`src/logic/idiop_pkg.sv`:
```
// constants, field positions and carrier types for the discrete i/o port block
// assumes a 50 MHz aclk and an AXI4-Lite master with 32-bit data
// Summary of operation
// RULE_01 - internal input port bit 0 reads 1 when bench sync good, 0 on error.
// RULE_02 - internal output port shares index 322 hex; bits 2 to 5 are spares.
// RULE_03 - internal output bit 0 set to 1 turns electrical self-test on, 0 off.
// RULE_04 - internal output bit 1 set to 1 enables dark calibration, 0 disables.
// RULE_05 - internal output bit 6 at 1 holds the I2C peripherals in reset.
// RULE_06 - internal output bit 7 is active-low reset of the I2C bus controller.
// RULE_07 - control input port A carries remote inputs on bits 0-2; bits 6-7 read 1.
// RULE_08 - remote party drives zero request low to enter zero cal, high to leave.
// RULE_09 - remote party drives span request low to enter span cal, high to leave.
// RULE_10 - remote party holds range select low for high range, high for low range.
// RULE_11 - control input port B bits 0-5 are unused; bits 6 and 7 read 1.
// RULE_12 - control output port A provides eight spare output bits.
// RULE_13 - control output port B provides four spare output bits 0 to 3.
// RULE_14 - remote contact inputs pass a two-flop synchroniser before being read.
package idiop_pkg;
  localparam int unsigned AXI_AW = 12;
  localparam int unsigned IDX_W = 10;
  localparam logic [IDX_W-1:0] IDX_CTRL_A = 10'h321;
  localparam logic [IDX_W-1:0] IDX_INTERNAL = 10'h322;
  localparam logic [IDX_W-1:0] IDX_CTRL_B = 10'h325;
  localparam logic [IDX_W-1:0] IDX_IRQ_STATUS = 10'h340;
  localparam logic [IDX_W-1:0] IDX_IRQ_MASK = 10'h341;
  localparam logic [IDX_W-1:0] IDX_OUT_READBACK = 10'h342;

  localparam int unsigned BIT_SELFTEST = 0;
  localparam int unsigned BIT_DARK_CAL = 1;
  localparam int unsigned BIT_SPARE_LO = 2;
  localparam int unsigned BIT_SPARE_HI = 5;
  localparam int unsigned BIT_PERIPH_RST = 6;
  localparam int unsigned BIT_CTRL_RST_N = 7;

  localparam logic [7:0] INTERNAL_OUT_RST = 8'h80;
  localparam logic [7:0] CTRL_A_OUT_RST = 8'h00;
  localparam logic [3:0] CTRL_B_OUT_RST = 4'h0;
  localparam logic [7:0] CTRL_IN_ONES = 8'hC0;

  localparam int unsigned NUM_EV = 4;
  localparam int unsigned EV_SYNC_LOST = 0;
  localparam int unsigned EV_ZERO_REQ = 1;
  localparam int unsigned EV_SPAN_REQ = 2;
  localparam int unsigned EV_RANGE_CHG = 3;
  localparam logic [NUM_EV-1:0] IRQ_MASK_RST = 4'h0;

  localparam logic [1:0] RESP_OKAY = 2'h0;
  localparam logic [1:0] RESP_SLVERR = 2'h2;

  typedef struct packed {
    logic range_n;
    logic span_n;
    logic zero_n;
    logic sync_ok;
  } idiop_pins_t;

  localparam idiop_pins_t PINS_IDLE = 4'hF;
endpackage

```
`src/logic/idiop_ports.sv`:
```
// discrete i/o ports: internal bench port, two control ports, event interrupt
// assumes an AXI4-Lite master on aclk; pin inputs are asynchronous to aclk
`timescale 1ns/1ps
module idiop_ports
  import idiop_pkg::*;
(
  input wire logic aclk,
  input wire logic aresetn,
  input wire logic [AXI_AW-1:0] s_axi_awaddr,
  input wire logic [2:0] s_axi_awprot,
  input wire logic s_axi_awvalid,
  output logic s_axi_awready,
  input wire logic [31:0] s_axi_wdata,
  input wire logic [3:0] s_axi_wstrb,
  input wire logic s_axi_wvalid,
  output logic s_axi_wready,
  output logic [1:0] s_axi_bresp,
  output logic s_axi_bvalid,
  input wire logic s_axi_bready,
  input wire logic [AXI_AW-1:0] s_axi_araddr,
  input wire logic [2:0] s_axi_arprot,
  input wire logic s_axi_arvalid,
  output logic s_axi_arready,
  output logic [31:0] s_axi_rdata,
  output logic [1:0] s_axi_rresp,
  output logic s_axi_rvalid,
  input wire logic s_axi_rready,
  input wire logic my_sync_ok,
  input wire logic remote_zero_request_n,
  input wire logic remote_span_request_n,
  input wire logic remote_upper_range_sel_n,
  output logic electrical_selftest_on,
  output logic dark_cal_enable,
  output logic [3:0] internal_spare_out,
  output logic i2c_periph_reset,
  output logic bus_controller_hw_reset_n,
  output logic [7:0] ctrl_spare_out_a,
  output logic [3:0] ctrl_spare_out_b,
  output logic irq
);

  idiop_pins_t pins_raw;
  idiop_pins_t sync1_q, sync1_d;
  idiop_pins_t sync2_q, sync2_d;
  idiop_pins_t prev_q, prev_d;

  logic [7:0] internal_out_q, internal_out_d;
  logic [7:0] ctrl_a_out_q, ctrl_a_out_d;
  logic [3:0] ctrl_b_out_q, ctrl_b_out_d;
  logic [NUM_EV-1:0] irq_status_q, irq_status_d;
  logic [NUM_EV-1:0] irq_mask_q, irq_mask_d;
  logic [NUM_EV-1:0] events;

  logic aw_have_q, aw_have_d;
  logic [IDX_W-1:0] aw_idx_q, aw_idx_d;
  logic w_have_q, w_have_d;
  logic [7:0] wdata_q, wdata_d;
  logic wstrb0_q, wstrb0_d;
  logic bvalid_q, bvalid_d;
  logic [1:0] bresp_q, bresp_d;
  logic rvalid_q, rvalid_d;
  logic [31:0] rdata_q, rdata_d;
  logic [1:0] rresp_q, rresp_d;

  logic do_write;
  logic [IDX_W-1:0] ar_idx;
  logic [7:0] rd_byte;
  logic rd_hit;
  logic store;
  logic wr_mapped;
  logic sel_internal;
  logic sel_ctrl_a;
  logic sel_ctrl_b;
  logic sel_irq_mask;
  logic sel_irq_status;
  logic irq_q, irq_d;

  assign pins_raw = '{range_n: remote_upper_range_sel_n, span_n: remote_span_request_n,
                      zero_n: remote_zero_request_n, sync_ok: my_sync_ok};

  // synchroniser: stage one is read only by stage two
  always_comb begin
    sync1_d = pins_raw; // RULE_14
    sync2_d = sync1_q; // RULE_14
    prev_d = sync2_q;
  end

  // stages start at the idle pin levels so leaving reset makes no false event
  always_ff @(posedge aclk) begin
    if (!aresetn) begin
      sync1_q <= PINS_IDLE;
      sync2_q <= PINS_IDLE;
      prev_q <= PINS_IDLE;
    end else begin
      sync1_q <= sync1_d;
      sync2_q <= sync2_d;
      prev_q <= prev_d;
    end
  end

  // events: sync lost, zero and span requests entered, range selection changed
  always_comb begin
    events = '0;
    events[EV_SYNC_LOST] = prev_q.sync_ok & ~sync2_q.sync_ok;
    events[EV_ZERO_REQ] = prev_q.zero_n & ~sync2_q.zero_n; // RULE_08
    events[EV_SPAN_REQ] = prev_q.span_n & ~sync2_q.span_n; // RULE_09
    events[EV_RANGE_CHG] = prev_q.range_n ^ sync2_q.range_n; // RULE_10
  end

  // axi write path: address and data taken in either order, then one write
  assign s_axi_awready = ~aw_have_q;
  assign s_axi_wready = ~w_have_q;
  assign s_axi_bvalid = bvalid_q;
  assign s_axi_bresp = bresp_q;
  // a write waits while a response is still pending, so none is overwritten
  assign do_write = aw_have_q & w_have_q & ~bvalid_q;
  // only byte lane 0 carries a port; a cleared strobe still answers okay
  assign store = do_write & wstrb0_q;

  // one select per mapped index; readback is mapped but takes no bits
  always_comb begin
    sel_internal = 1'b0;
    sel_ctrl_a = 1'b0;
    sel_ctrl_b = 1'b0;
    sel_irq_mask = 1'b0;
    sel_irq_status = 1'b0;
    wr_mapped = 1'b1;
    case (aw_idx_q)
      IDX_INTERNAL: sel_internal = 1'b1;
      IDX_CTRL_A: sel_ctrl_a = 1'b1;
      IDX_CTRL_B: sel_ctrl_b = 1'b1;
      IDX_IRQ_MASK: sel_irq_mask = 1'b1;
      IDX_IRQ_STATUS: sel_irq_status = 1'b1;
      IDX_OUT_READBACK: wr_mapped = 1'b1;
      default: wr_mapped = 1'b0;
    endcase
  end

  always_comb begin
    aw_have_d = aw_have_q;
    aw_idx_d = aw_idx_q;
    w_have_d = w_have_q;
    wdata_d = wdata_q;
    wstrb0_d = wstrb0_q;
    bvalid_d = bvalid_q;
    bresp_d = bresp_q;
    if (s_axi_awvalid && !aw_have_q) begin
      aw_have_d = 1'b1;
      aw_idx_d = s_axi_awaddr[AXI_AW-1:2];
    end
    if (s_axi_wvalid && !w_have_q) begin
      w_have_d = 1'b1;
      wdata_d = s_axi_wdata[7:0];
      wstrb0_d = s_axi_wstrb[0];
    end
    if (do_write) begin
      aw_have_d = 1'b0;
      w_have_d = 1'b0;
      bvalid_d = 1'b1;
      if (wr_mapped) begin
        bresp_d = RESP_OKAY;
      end else begin
        bresp_d = RESP_SLVERR;
      end
    end else if (bvalid_q && s_axi_bready) begin
      bvalid_d = 1'b0;
    end
  end

  always_ff @(posedge aclk) begin
    if (!aresetn) begin
      aw_have_q <= 1'b0;
      aw_idx_q <= '0;
      w_have_q <= 1'b0;
      wdata_q <= 8'h00;
      wstrb0_q <= 1'b0;
      bvalid_q <= 1'b0;
      bresp_q <= RESP_OKAY;
    end else begin
      aw_have_q <= aw_have_d;
      aw_idx_q <= aw_idx_d;
      w_have_q <= w_have_d;
      wdata_q <= wdata_d;
      wstrb0_q <= wstrb0_d;
      bvalid_q <= bvalid_d;
      bresp_q <= bresp_d;
    end
  end

  // register file
  always_comb begin
    internal_out_d = internal_out_q;
    ctrl_a_out_d = ctrl_a_out_q;
    ctrl_b_out_d = ctrl_b_out_q;
    irq_mask_d = irq_mask_q;
    irq_status_d = irq_status_q;
    if (store && sel_internal) begin
      internal_out_d = wdata_q; // RULE_02
    end
    if (store && sel_ctrl_a) begin
      ctrl_a_out_d = wdata_q; // RULE_12
    end
    if (store && sel_ctrl_b) begin
      ctrl_b_out_d = wdata_q[3:0]; // RULE_13
    end
    if (store && sel_irq_mask) begin
      irq_mask_d = wdata_q[NUM_EV-1:0];
    end
    if (store && sel_irq_status) begin
      irq_status_d = irq_status_q & ~wdata_q[NUM_EV-1:0];
    end
    // a new event wins over a clear in the same cycle
    irq_status_d = irq_status_d | events;
    // taken from the next values, so irq follows status with no added lag
    irq_d = |(irq_status_d & irq_mask_d);
  end

  always_ff @(posedge aclk) begin
    if (!aresetn) begin
      internal_out_q <= INTERNAL_OUT_RST;
      ctrl_a_out_q <= CTRL_A_OUT_RST;
      ctrl_b_out_q <= CTRL_B_OUT_RST;
      irq_mask_q <= IRQ_MASK_RST;
      irq_status_q <= '0;
      irq_q <= 1'b0;
    end else begin
      internal_out_q <= internal_out_d;
      ctrl_a_out_q <= ctrl_a_out_d;
      ctrl_b_out_q <= ctrl_b_out_d;
      irq_mask_q <= irq_mask_d;
      irq_status_q <= irq_status_d;
      irq_q <= irq_d;
    end
  end

  assign electrical_selftest_on = internal_out_q[BIT_SELFTEST]; // RULE_03
  assign dark_cal_enable = internal_out_q[BIT_DARK_CAL]; // RULE_04
  assign internal_spare_out = internal_out_q[BIT_SPARE_HI:BIT_SPARE_LO]; // RULE_02
  assign i2c_periph_reset = internal_out_q[BIT_PERIPH_RST]; // RULE_05
  assign bus_controller_hw_reset_n = internal_out_q[BIT_CTRL_RST_N]; // RULE_06
  assign ctrl_spare_out_a = ctrl_a_out_q; // RULE_12
  assign ctrl_spare_out_b = ctrl_b_out_q; // RULE_13
  assign irq = irq_q;

  // axi read path: reads at shared indices return the input port
  assign ar_idx = s_axi_araddr[AXI_AW-1:2];
  assign s_axi_arready = ~rvalid_q;
  assign s_axi_rvalid = rvalid_q;
  assign s_axi_rdata = rdata_q;
  assign s_axi_rresp = rresp_q;

  always_comb begin
    rd_hit = 1'b1;
    rd_byte = 8'h00;
    case (ar_idx)
      IDX_INTERNAL: rd_byte = {7'h00, sync2_q.sync_ok}; // RULE_01
      IDX_CTRL_A: rd_byte = CTRL_IN_ONES |
                            {5'h00, sync2_q.range_n, sync2_q.span_n, sync2_q.zero_n}; // RULE_07
      IDX_CTRL_B: rd_byte = CTRL_IN_ONES; // RULE_11
      IDX_IRQ_STATUS: rd_byte = {4'h0, irq_status_q};
      IDX_IRQ_MASK: rd_byte = {4'h0, irq_mask_q};
      IDX_OUT_READBACK: rd_byte = internal_out_q;
      default: rd_hit = 1'b0;
    endcase
  end

  always_comb begin
    rvalid_d = rvalid_q;
    rdata_d = rdata_q;
    rresp_d = rresp_q;
    if (s_axi_arvalid && !rvalid_q) begin
      rvalid_d = 1'b1;
      rdata_d = {24'h000000, rd_byte};
      rresp_d = rd_hit ? RESP_OKAY : RESP_SLVERR;
    end else if (rvalid_q && s_axi_rready) begin
      rvalid_d = 1'b0;
    end
  end

  always_ff @(posedge aclk) begin
    if (!aresetn) begin
      rvalid_q <= 1'b0;
      rdata_q <= 32'h00000000;
      rresp_q <= RESP_OKAY;
    end else begin
      rvalid_q <= rvalid_d;
      rdata_q <= rdata_d;
      rresp_q <= rresp_d;
    end
  end

endmodule

```
`config.mk`:
```
export PLATFORM = sky130hd
export DESIGN_NAME = idiop_ports
export DESIGN_NICKNAME = d
export VERILOG_FILES = /design/src/logic/idiop_pkg.sv /design/src/logic/idiop_ports.sv
export SDC_FILE = /design/constraint.sdc
export NUM_CORES = 1
export LEC_CHECK = 0
export BUFFER_PORTS_ARGS = -buffer_cell sky130_fd_sc_hd__buf_4
export CAP_MARGIN = 20
export CORE_MARGIN = 2
export CORE_UTILIZATION = 45
export CTS_BUF_LIST = sky130_fd_sc_hd__clkbuf_16
export DETAILED_ROUTE_END_ITERATION = 6
export MAX_ROUTING_LAYER = met4
export PLACE_DENSITY = 0.76
export SLEW_MARGIN = 20
export SYNTH_ARGS = -nofsm -noshare
export SYNTH_HDL_FRONTEND = slang
export SYNTH_SLANG_ARGS = --single-unit
export TNS_END_PERCENT = 1
```
`constraint.sdc`:
```
create_clock -name aclk -period 2 [get_ports aclk]
set_input_delay 0.2 -clock aclk [delete_from_list [all_inputs] [get_ports aclk]]
set_output_delay 0.2 -clock aclk [all_outputs]
set_load 0.02 [all_outputs]
```
==> key figures, run 1 <==
Timing
  • Setup TNS: 0 ns
  • Max Fclk: 541 MHz
  • Fin crit share: 92.3%
  • Pins over their slew limit: 0
  • Min Hold Slack: 0.0561 ns
  • Final Hold Fails: 0
  • Setup Skew: 0.00590 ns
  • Slew margin rel.: 61.0%
  • RSZ-0062 raised after global routing: no
  • Minimum clock period: 1.85 ns
  • Final setup violation count: 0
  • Final WS setup: 0.153 ns
  • Slew @ Worst Pin: 0.584 ns

Floorplan
  • Starting Density: 47.2%
  • Core area: 6870 um2
  • Chip height: 88.9 um
  • Horiz. Die Dim: 88.9 um
  • Die area: 7900 um2
  • Num rows: 30
  • Top Ports: 139

Worst setup path
  • Element type at the critical path end: flip-flop
  • Critical R2R Capture: irq
  • Worst Reg-to-Reg Cells: 5
  • Critical path type: reg -> reg
  • Reg-to-reg slack, setup: 0.15 ns
  • Worst Setup Start Kind: flip-flop
  • Worst EP required: 2.20 ns
  • Worst reg2reg startpoint: aw_idx_q[1]
  • Critical Path AT: 2.05 ns
  • Critical Path Fanout Max: 6

Global route
  • Met1 usage: 20.7%
  • Global Route Usage Sum: 18.1%
  • Most used routing layer: met2
  • Largest net degree at the start of global routing: 45
  • Number of global-route vias before repair: 2372
  • Grt total ovfl: 0
  • Met3 Usage GRT: 5.78%
  • M2 GR Usage: 29.4%
  • First-pass GRT wire length: 10700 um
  • Antenna violations before repair: 0

Placed design
  • Gpl congestion: 0.774
  • Post-DP HPWL: 4940 um
  • Pre-CTS setup slack: 0.152 ns
  • Buffers on Ports: 75
  • Dpl cell area: 3810 um2

Logic synthesis
  • Post-synthesis cell count: 345
  • Post-Synth Simple-Gate Area: 23.7%
  • Syn. warnings: 0
  • Compound-cell area share of the yosys netlist: 13.2%
  • Flops & latches, synth: 74
  • Cell Area, Synth: 3240 um2
  • Seq/Total Area, Yosys: 45.7%
  • Post-synthesis mux area share: 8.65%
  • Avg Cell Area, Syn: 9.39 um2
  • FFs w/ async S/R, synth: 0%
  • Yosys cell types: 44
  • Post-synthesis adder-cell area fraction: 0%
  • Post-synthesis xor/xnor area fraction: 0.270%
  • Largest family of logic cells by synthesized area: simple AND/OR/NAND/NOR gates
  • Main flop type after synthesis: dfxtp_1
  • Post-synth EDFFs: 0

Worst hold path
  • WHS Endpoint: sync1_q[0]
  • Hold crit path type: in -> reg
  • Worst Hold Depth: 2
  • HP Start: my_sync_ok

Pwr
  • Psw: 782 uW
  • Combinational share of power: 8.3%
  • Leakage power: 1.80 nW
  • Maximum vdd ir drop: 0.503 mV
  • Clock group share of total power: 47.1%
  • P_int: 2.73 mW
  • PD cells: 851 nW/um2
  • Reg power frac: 44.6%
  • Sw Share: 22.3%

Drt
  • Average wire per standard cell: 12.5 um
  • Routed Antenna Nets: 0
  • Initial DRC count: 89
  • DRC viols: 0
  • Routed via count: 2496
  • WL final: 6540 um
  • Iteration count of the initial detailed-routing pass: 4
  • Routed vias/inst: 4.76

CTS
  • Hold Buf Count CTS: 0
  • Clk slew on worst S/H paths: 0.05 ns
  • Clk sink count: 74
  • Longest Clk Path Bufs: 2
  • CTS tree: done
  • CTS Root Cell: clkbuf_16
  • CTS Buf Count: 9
  • H-tree depth: 3
  • Postcts setup bufs: 0
  • Skew-Pair Late Insertion Delay: 0.33 ns

Finish
  • Antenna diodes: 0
  • Post-layout util: 60.1%
  • Share of cells above drive strength 1: 24.5%
  • Synthesis-to-layout area growth: 27.3%
  • Nets: 500
  • Finished Cell Area: 4130 um2

Outcome
  • Outcome: completed

Job
  • Max-cap viol count: 0
==> cell usage in the layout, fill, tap and decap left out, drive strengths merged, types with 2 or more instances in the layout <==
| cell type | Yosys | layout |
|---|---|---|
| a21oi | 9 | 9 |
| nor2b | 29 | 29 |
| bufinv | 0 | 2 |
| clkinv | 0 | 3 |
| buf | 27 | 79 |
| and3b | 2 | 2 |
| nand3 | 3 | 3 |
| a22o | 4 | 4 |
| mux2i | 28 | 28 |
| nand2b | 18 | 18 |
| a22oi | 4 | 4 |
| o21ai | 9 | 9 |
| nor3b | 2 | 2 |
| inv | 8 | 9 |
| and4bb | 2 | 2 |
| a21boi | 26 | 26 |
| dfxtp | 74 | 74 |
| nand3b | 2 | 2 |
| conb | 1 | 26 |
| nor4b | 3 | 3 |
| o211a | 2 | 2 |
| nand2 | 52 | 52 |
| and2b | 3 | 3 |
| nand4 | 3 | 3 |
| nor2 | 11 | 11 |
| clkbuf | 10 | 9 |
==> logic make-up (layout without fill, tap and decap cells) <==
| group | after synthesis | count (layout) |
|---|---|---|
| other | 1 | 26 |
| muxes | 28 | 28 |
| and+or+nand+nor | 135 | 135 |
| AOI/OAI and AO/OA | 61 | 61 |
| xor gates and xnor gates | 1 | 1 |
| buffers and inverters | 45 | 103 |
| DFF | 74 | 74 |
==> cell type report <==
| type | instances | area (um2) |
|---|---|---|
| fill | 637 | 2740 |
| multi-input combinational | 251 | 1590 |
| tap | 96 | 120 |
| clock buffer | 9 | 225 |
| sequential | 74 | 1480 |
| clock inverter | 7 | 85.1 |
| inverter | 8 | 30.0 |
| timing repair buffer | 79 | 593 |
==> how the worst max path moves through the flow <==
stage	start	endpoint
6_report	aw_idx_q[1]	irq
5_1_grt	aw_idx_q[1]	irq
3_3_place_gp	aw_idx_q[4]	irq
3_5_place_dp	aw_idx_q[2]	irq
2_1_floorplan	aw_idx_q[1]	irq
4_1_cts	aw_idx_q[2]	irq
==> flip-flops by register name, summed over array words and instances (netlist names) <==
signal            flops
s_axi_rdata           8
irq_status_q          4
ctrl_spare_out_b      4
sync1_q               4
s_axi_bresp           1
ctrl_spare_out_a      8
prev_d                4
internal_out_q        8
wstrb0_q              1
w_have_q              1
s_axi_rresp           1
s_axi_rvalid          1
irq_mask_q            4
s_axi_bvalid          1
irq                   1
wdata_q               8
aw_have_q             1
aw_idx_q             10
prev_q                4
==> critical path, cell delays in order, from the launching register on <==
cell and delay (ns):
dfxtp_1 0.37, nor4b_4 0.34, nand4_2 0.26, mux2i_1 0.25
a21oi_1 0.07, o41a_1 0.43
==> power by group through the flow <==
stage / clock (mW) / sequential [mW] / combinational, mW
4_1_cts: 1.68 / 1.56 / 0.293
3_5_place_dp: 0 / 1.60 / 0.292
5_1_grt: 1.74 / 1.57 / 0.326
6_report: 1.65 / 1.57 / 0.292
2_1_floorplan: 0 / 1.59 / 0.219
3_3_place_gp: 0 / 1.59 / 0.286
==> cells in the mapped netlist, types with 2 or more instances <==
cell,count,share of area [%]
nor2_1,11,1.3
clkbuf_1,9,1.0
dfxtp_1,74,46
nand2_1,52,6.0
a22oi_1,4,0.93
and4bb_2,2,0.77
a21boi_0,26,6.0
o211a_1,2,0.62
nand3b_1,2,0.46
mux2i_1,28,8.6
nand2b_1,18,3.5
a22o_1,4,1.1
a21oi_1,9,1.4
nor2b_1,28,5.4
inv_1,8,0.93
buf_4,26,6.0
o21ai_0,9,1.4
nor4b_1,2,0.54
nand3_1,3,0.46
and3b_2,2,0.62
and2b_1,2,0.46
nand4_1,2,0.39
==> timing repair <==
item,4_1_cts,5_1_grt
setup endpoints to repair,0,1
hold endpoints to repair,0,0
resized for setup,0,1
==> routing by layer <==
| metal | up-vias | part of all wire [%] |
|---|---|---|
| met3 | 11 | 6.5 |
| met4 | 0 | 1.8 |
| li1 | 1271 | - |
| met1 | 1141 | 43 |
| met5 | - | 0 |
| met2 | 73 | 48 |
==> metrics by stage <==
step                instances  total power, mW
global placement          508             1.88
CTS                       524             3.54
detailed placement        508             1.89
floorplan                 370             1.81
finish                    524             3.51
global route              524             3.64
Note: power is estimated with default switching activity, not from simulation.
==> run 2: changes to the inputs <==
Clock period 2 ns to 1.7 ns, I/O delays scaled along.
==> run 2 against run 1 <==
The flow now finishes with violations (negative setup slack). Clock-buffer cell count is the same. Critical path depth rose by 1. Setup slack lost 0.20 ns. Sequential cell count unchanged. Register-to-register slack lost 0.20 ns. Routed wire length is 7.4% higher. Hold slack lost 0.038 ns. Fmax up 5.8%. Sequential share of layout area is 1.6 points lower. Sequential power rose by 17%. First-iteration DRC count increased by 1.1%. Via count grew 2.6%.
==> key figures, run 2 (synthesis results as in run 1) <==
Drt
  • Iteration count of the initial detailed-routing pass: 4 (unchanged)
  • DRC viols: 0 (unchanged)
  • Routed via count: 2560 (was 2496)
  • Average wire per standard cell: 12.9 um (was 12.5 um)
  • Routed vias/inst: 4.71 (was 4.76)
  • WL final: 7020 um (was 6540 um)
  • Routed Antenna Nets: 0 (unchanged)
  • Initial DRC count: 90 (was 89)

Worst setup path
  • Element type at the critical path end: flip-flop (unchanged)
  • Worst Setup Start Kind: flip-flop (unchanged)
  • Worst EP required: 1.91 ns (was 2.20 ns)
  • Crit-path cells: nor4b_4 -> buf_4 -> nand4_4 -> mux2i_1 -> a21oi_1 -> o41a_1 (was nor4b_4 -> nand4_2 -> mux2i_1 -> a21oi_1 -> o41a_1)
  • Slowest-stage cell, CP: o41a_1 (unchanged)
  • Critical path type: reg -> reg (unchanged)
  • Critical Path Fanout Max: 4 (was 6)
  • Crit path from: aw_idx_q[4] (was aw_idx_q[1])
  • Worst reg2reg startpoint: aw_idx_q[4] (was aw_idx_q[1])
  • Critical Path AT: 1.96 ns (was 2.05 ns)
  • Delay of the slowest cell on the worst path: 0.41 ns (was 0.43 ns)

Floorplan
  • Core area: 6870 um2 (unchanged)
  • Die area: 7900 um2 (unchanged)
  • Num rows: 30 (unchanged)
  • Starting Density: 47.2% (unchanged)
  • Top Ports: 139 (unchanged)
  • Horiz. Die Dim: 88.9 um (unchanged)
  • Chip height: 88.9 um (unchanged)

Worst hold path
  • HP Start: remote_upper_range_sel_n (was my_sync_ok)
  • Hold crit path type: in -> reg (unchanged)

Finish
  • Max reg flops: 10 (unchanged)
  • Antenna diodes: 0 (unchanged)
  • Largest Register: aw_idx_q (unchanged)
  • Finished Cell Area: 4330 um2 (was 4130 um2)
  • Share of cells above drive strength 1: 28.9% (was 24.5%)
  • Most frequent cells in the layout: 97 x buf_4, 72 x dfxtp_1, 52 x nand2_1 (was 79 x buf_4, 74 x dfxtp_1, 52 x nand2_1)
  • Nets: 519 (was 500)
  • Post-layout util: 63.0% (was 60.1%)
  • Synthesis-to-layout area growth: 33.6% (was 27.3%)
  • Commonest non-fill, non-tap cell in the layout: buf_4 (unchanged)
  • # fillers: 607 (was 637)

Timing
  • Pins over their slew limit: 0 (unchanged)
  • Final WS setup: -0.0449 ns (was 0.153 ns)
  • Fin crit share: 103% (was 92.3%)
  • Setup Skew: 0.00506 ns (was 0.00590 ns)
  • Minimum clock period: 1.74 ns (was 1.85 ns)
  • RSZ-0062 raised after global routing: yes (was no)
  • Final setup violation count: 1 (was 0)
  • Max Fclk: 573 MHz (was 541 MHz)
  • Final Hold Fails: 0 (unchanged)

Global route
  • Number of global-route vias before repair: 2405 (was 2372)
  • Antenna violations before repair: 0 (unchanged)
  • Global Route Usage Sum: 18.8% (was 18.1%)
  • First-pass GRT wire length: 11000 um (was 10700 um)
  • Largest net degree at the start of global routing: 45 (unchanged)
  • Grt total ovfl: 0 (unchanged)

Placed design
  • Gpl congestion: 0.796 (was 0.774)
  • Post-DP HPWL: 5110 um (was 4940 um)
  • Buffers on Ports: 75 (unchanged)
  • Dpl cell area: 3950 um2 (was 3810 um2)

CTS
  • Clk sink count: 74 (unchanged)
  • H-tree depth: 3 (unchanged)
  • Clk slew on worst S/H paths: 0.05 ns (about the same)
  • Hold Buf Count CTS: 0 (unchanged)
  • Skew-Pair Late Insertion Delay: 0.33 ns (about the same)
  • Longest Clk Path Bufs: 2 (unchanged)
  • CTS Buf Count: 9 (unchanged)
  • CTS Root Cell: clkbuf_16 (unchanged)
  • CTS tree: done (unchanged)

Pwr
  • Maximum vdd ir drop: 0.614 mV (was 0.503 mV)
  • PD cells: 1000 nW/um2 (was 851 nW/um2)
  • Leakage power: 1.92 nW (was 1.80 nW)

Job
  • Max-cap viol count: 0 (unchanged)

Outcome
  • Failing checks: negative setup slack
  • Outcome: finished, violations left (was completed)
[run 2: cell count changes in the layout (fill, tap and decap cells not counted), sizes merged]
cell / before / now
buf: 79 / 98
bufinv: 2 / 3
clkinv: 3 / 4
clkinvlp: 1 / 0
inv: 9 / 8
[run 2: metrics by stage]
stage / hold slack [ns] / setup slack, ns / instances / power (mW) / setup TNS (ns)
after floorplan: 0.271 / 0.0792 / 370 / 2.13 / 0
after global placement: 0.355 / -0.0530 / 525 / 2.24 / -0.0530
after detailed placement: 0.355 / -0.128 / 525 / 2.25 / -0.213
after CTS: 0.00819 / -0.0399 / 543 / 4.36 / -0.328
after global routing: 0.0167 / -0.183 / 543 / 4.48 / -1.18
final: 0.0180 / -0.0449 / 543 / 4.34 / -0.0449
[run 2: final timing paths]
| kind | cells past startpoint | slack (ns) | end |
|---|---|---|---|
| setup / recovery | 6 | -0.04 | irq |
| hold / removal | 2 | 0.02 | sync1_q[3] |
| setup reg to reg | 6 | -0.04 | irq |
| hold reg to reg | 1 | 0.40 | prev_d[2] |
[run 2: area by class of cell]
type / count / area [um2] / area share (%)
repair buffers: 98 / 748 / 17.3
clock buffers: 9 / 225 / 5.20
clock inverters: 7 / 108 / 2.49
well taps: 96 / 120 / 2.77
flip-flops and latches: 74 / 1480 / 34.3
inverters: 8 / 30.0 / 0.694
multi-input cells: 251 / 1610 / 37.3
[run 2: per-layer routing]
metal  vias to the layer above  routed length, um  global-route usage, %
li1                       1308                  -                      -
met1                      1172               2970                   21.3
met2                        69               3550                   30.9
met3                        11                405                   6.34
met4                         0                102                   6.75
met5                         -                  0                      -
[run 2: timing repair]
| action | CTS | global route |
|---|---|---|
| setup endpoints to repair | 11 | 13 |
| gates resized for setup | 9 | 0 |
| setup buffers | 2 | 0 |
| pin swaps | 3 | 2 |
[run 2: critical path: cells and delay by family (launching register included)]
kind | cells | cell delay [ns]
AOI/OAI and AO/OA | 2 | 0.48
buffers and inverters | 1 | 0.16
DFF | 1 | 0.34
muxes | 1 | 0.21
and+or+nand+nor | 2 | 0.44
[run 2: report_power, final]
| group | switching [mW] | total [mW] | leakage (nW) | internal, mW |
|---|---|---|---|---|
| Clock | 0.693 | 2.11 | 0.164 | 1.42 |
| Combinational | 0.213 | 0.393 | 1.15 | 0.181 |
| Sequential | 0.0443 | 1.83 | 0.604 | 1.79 |
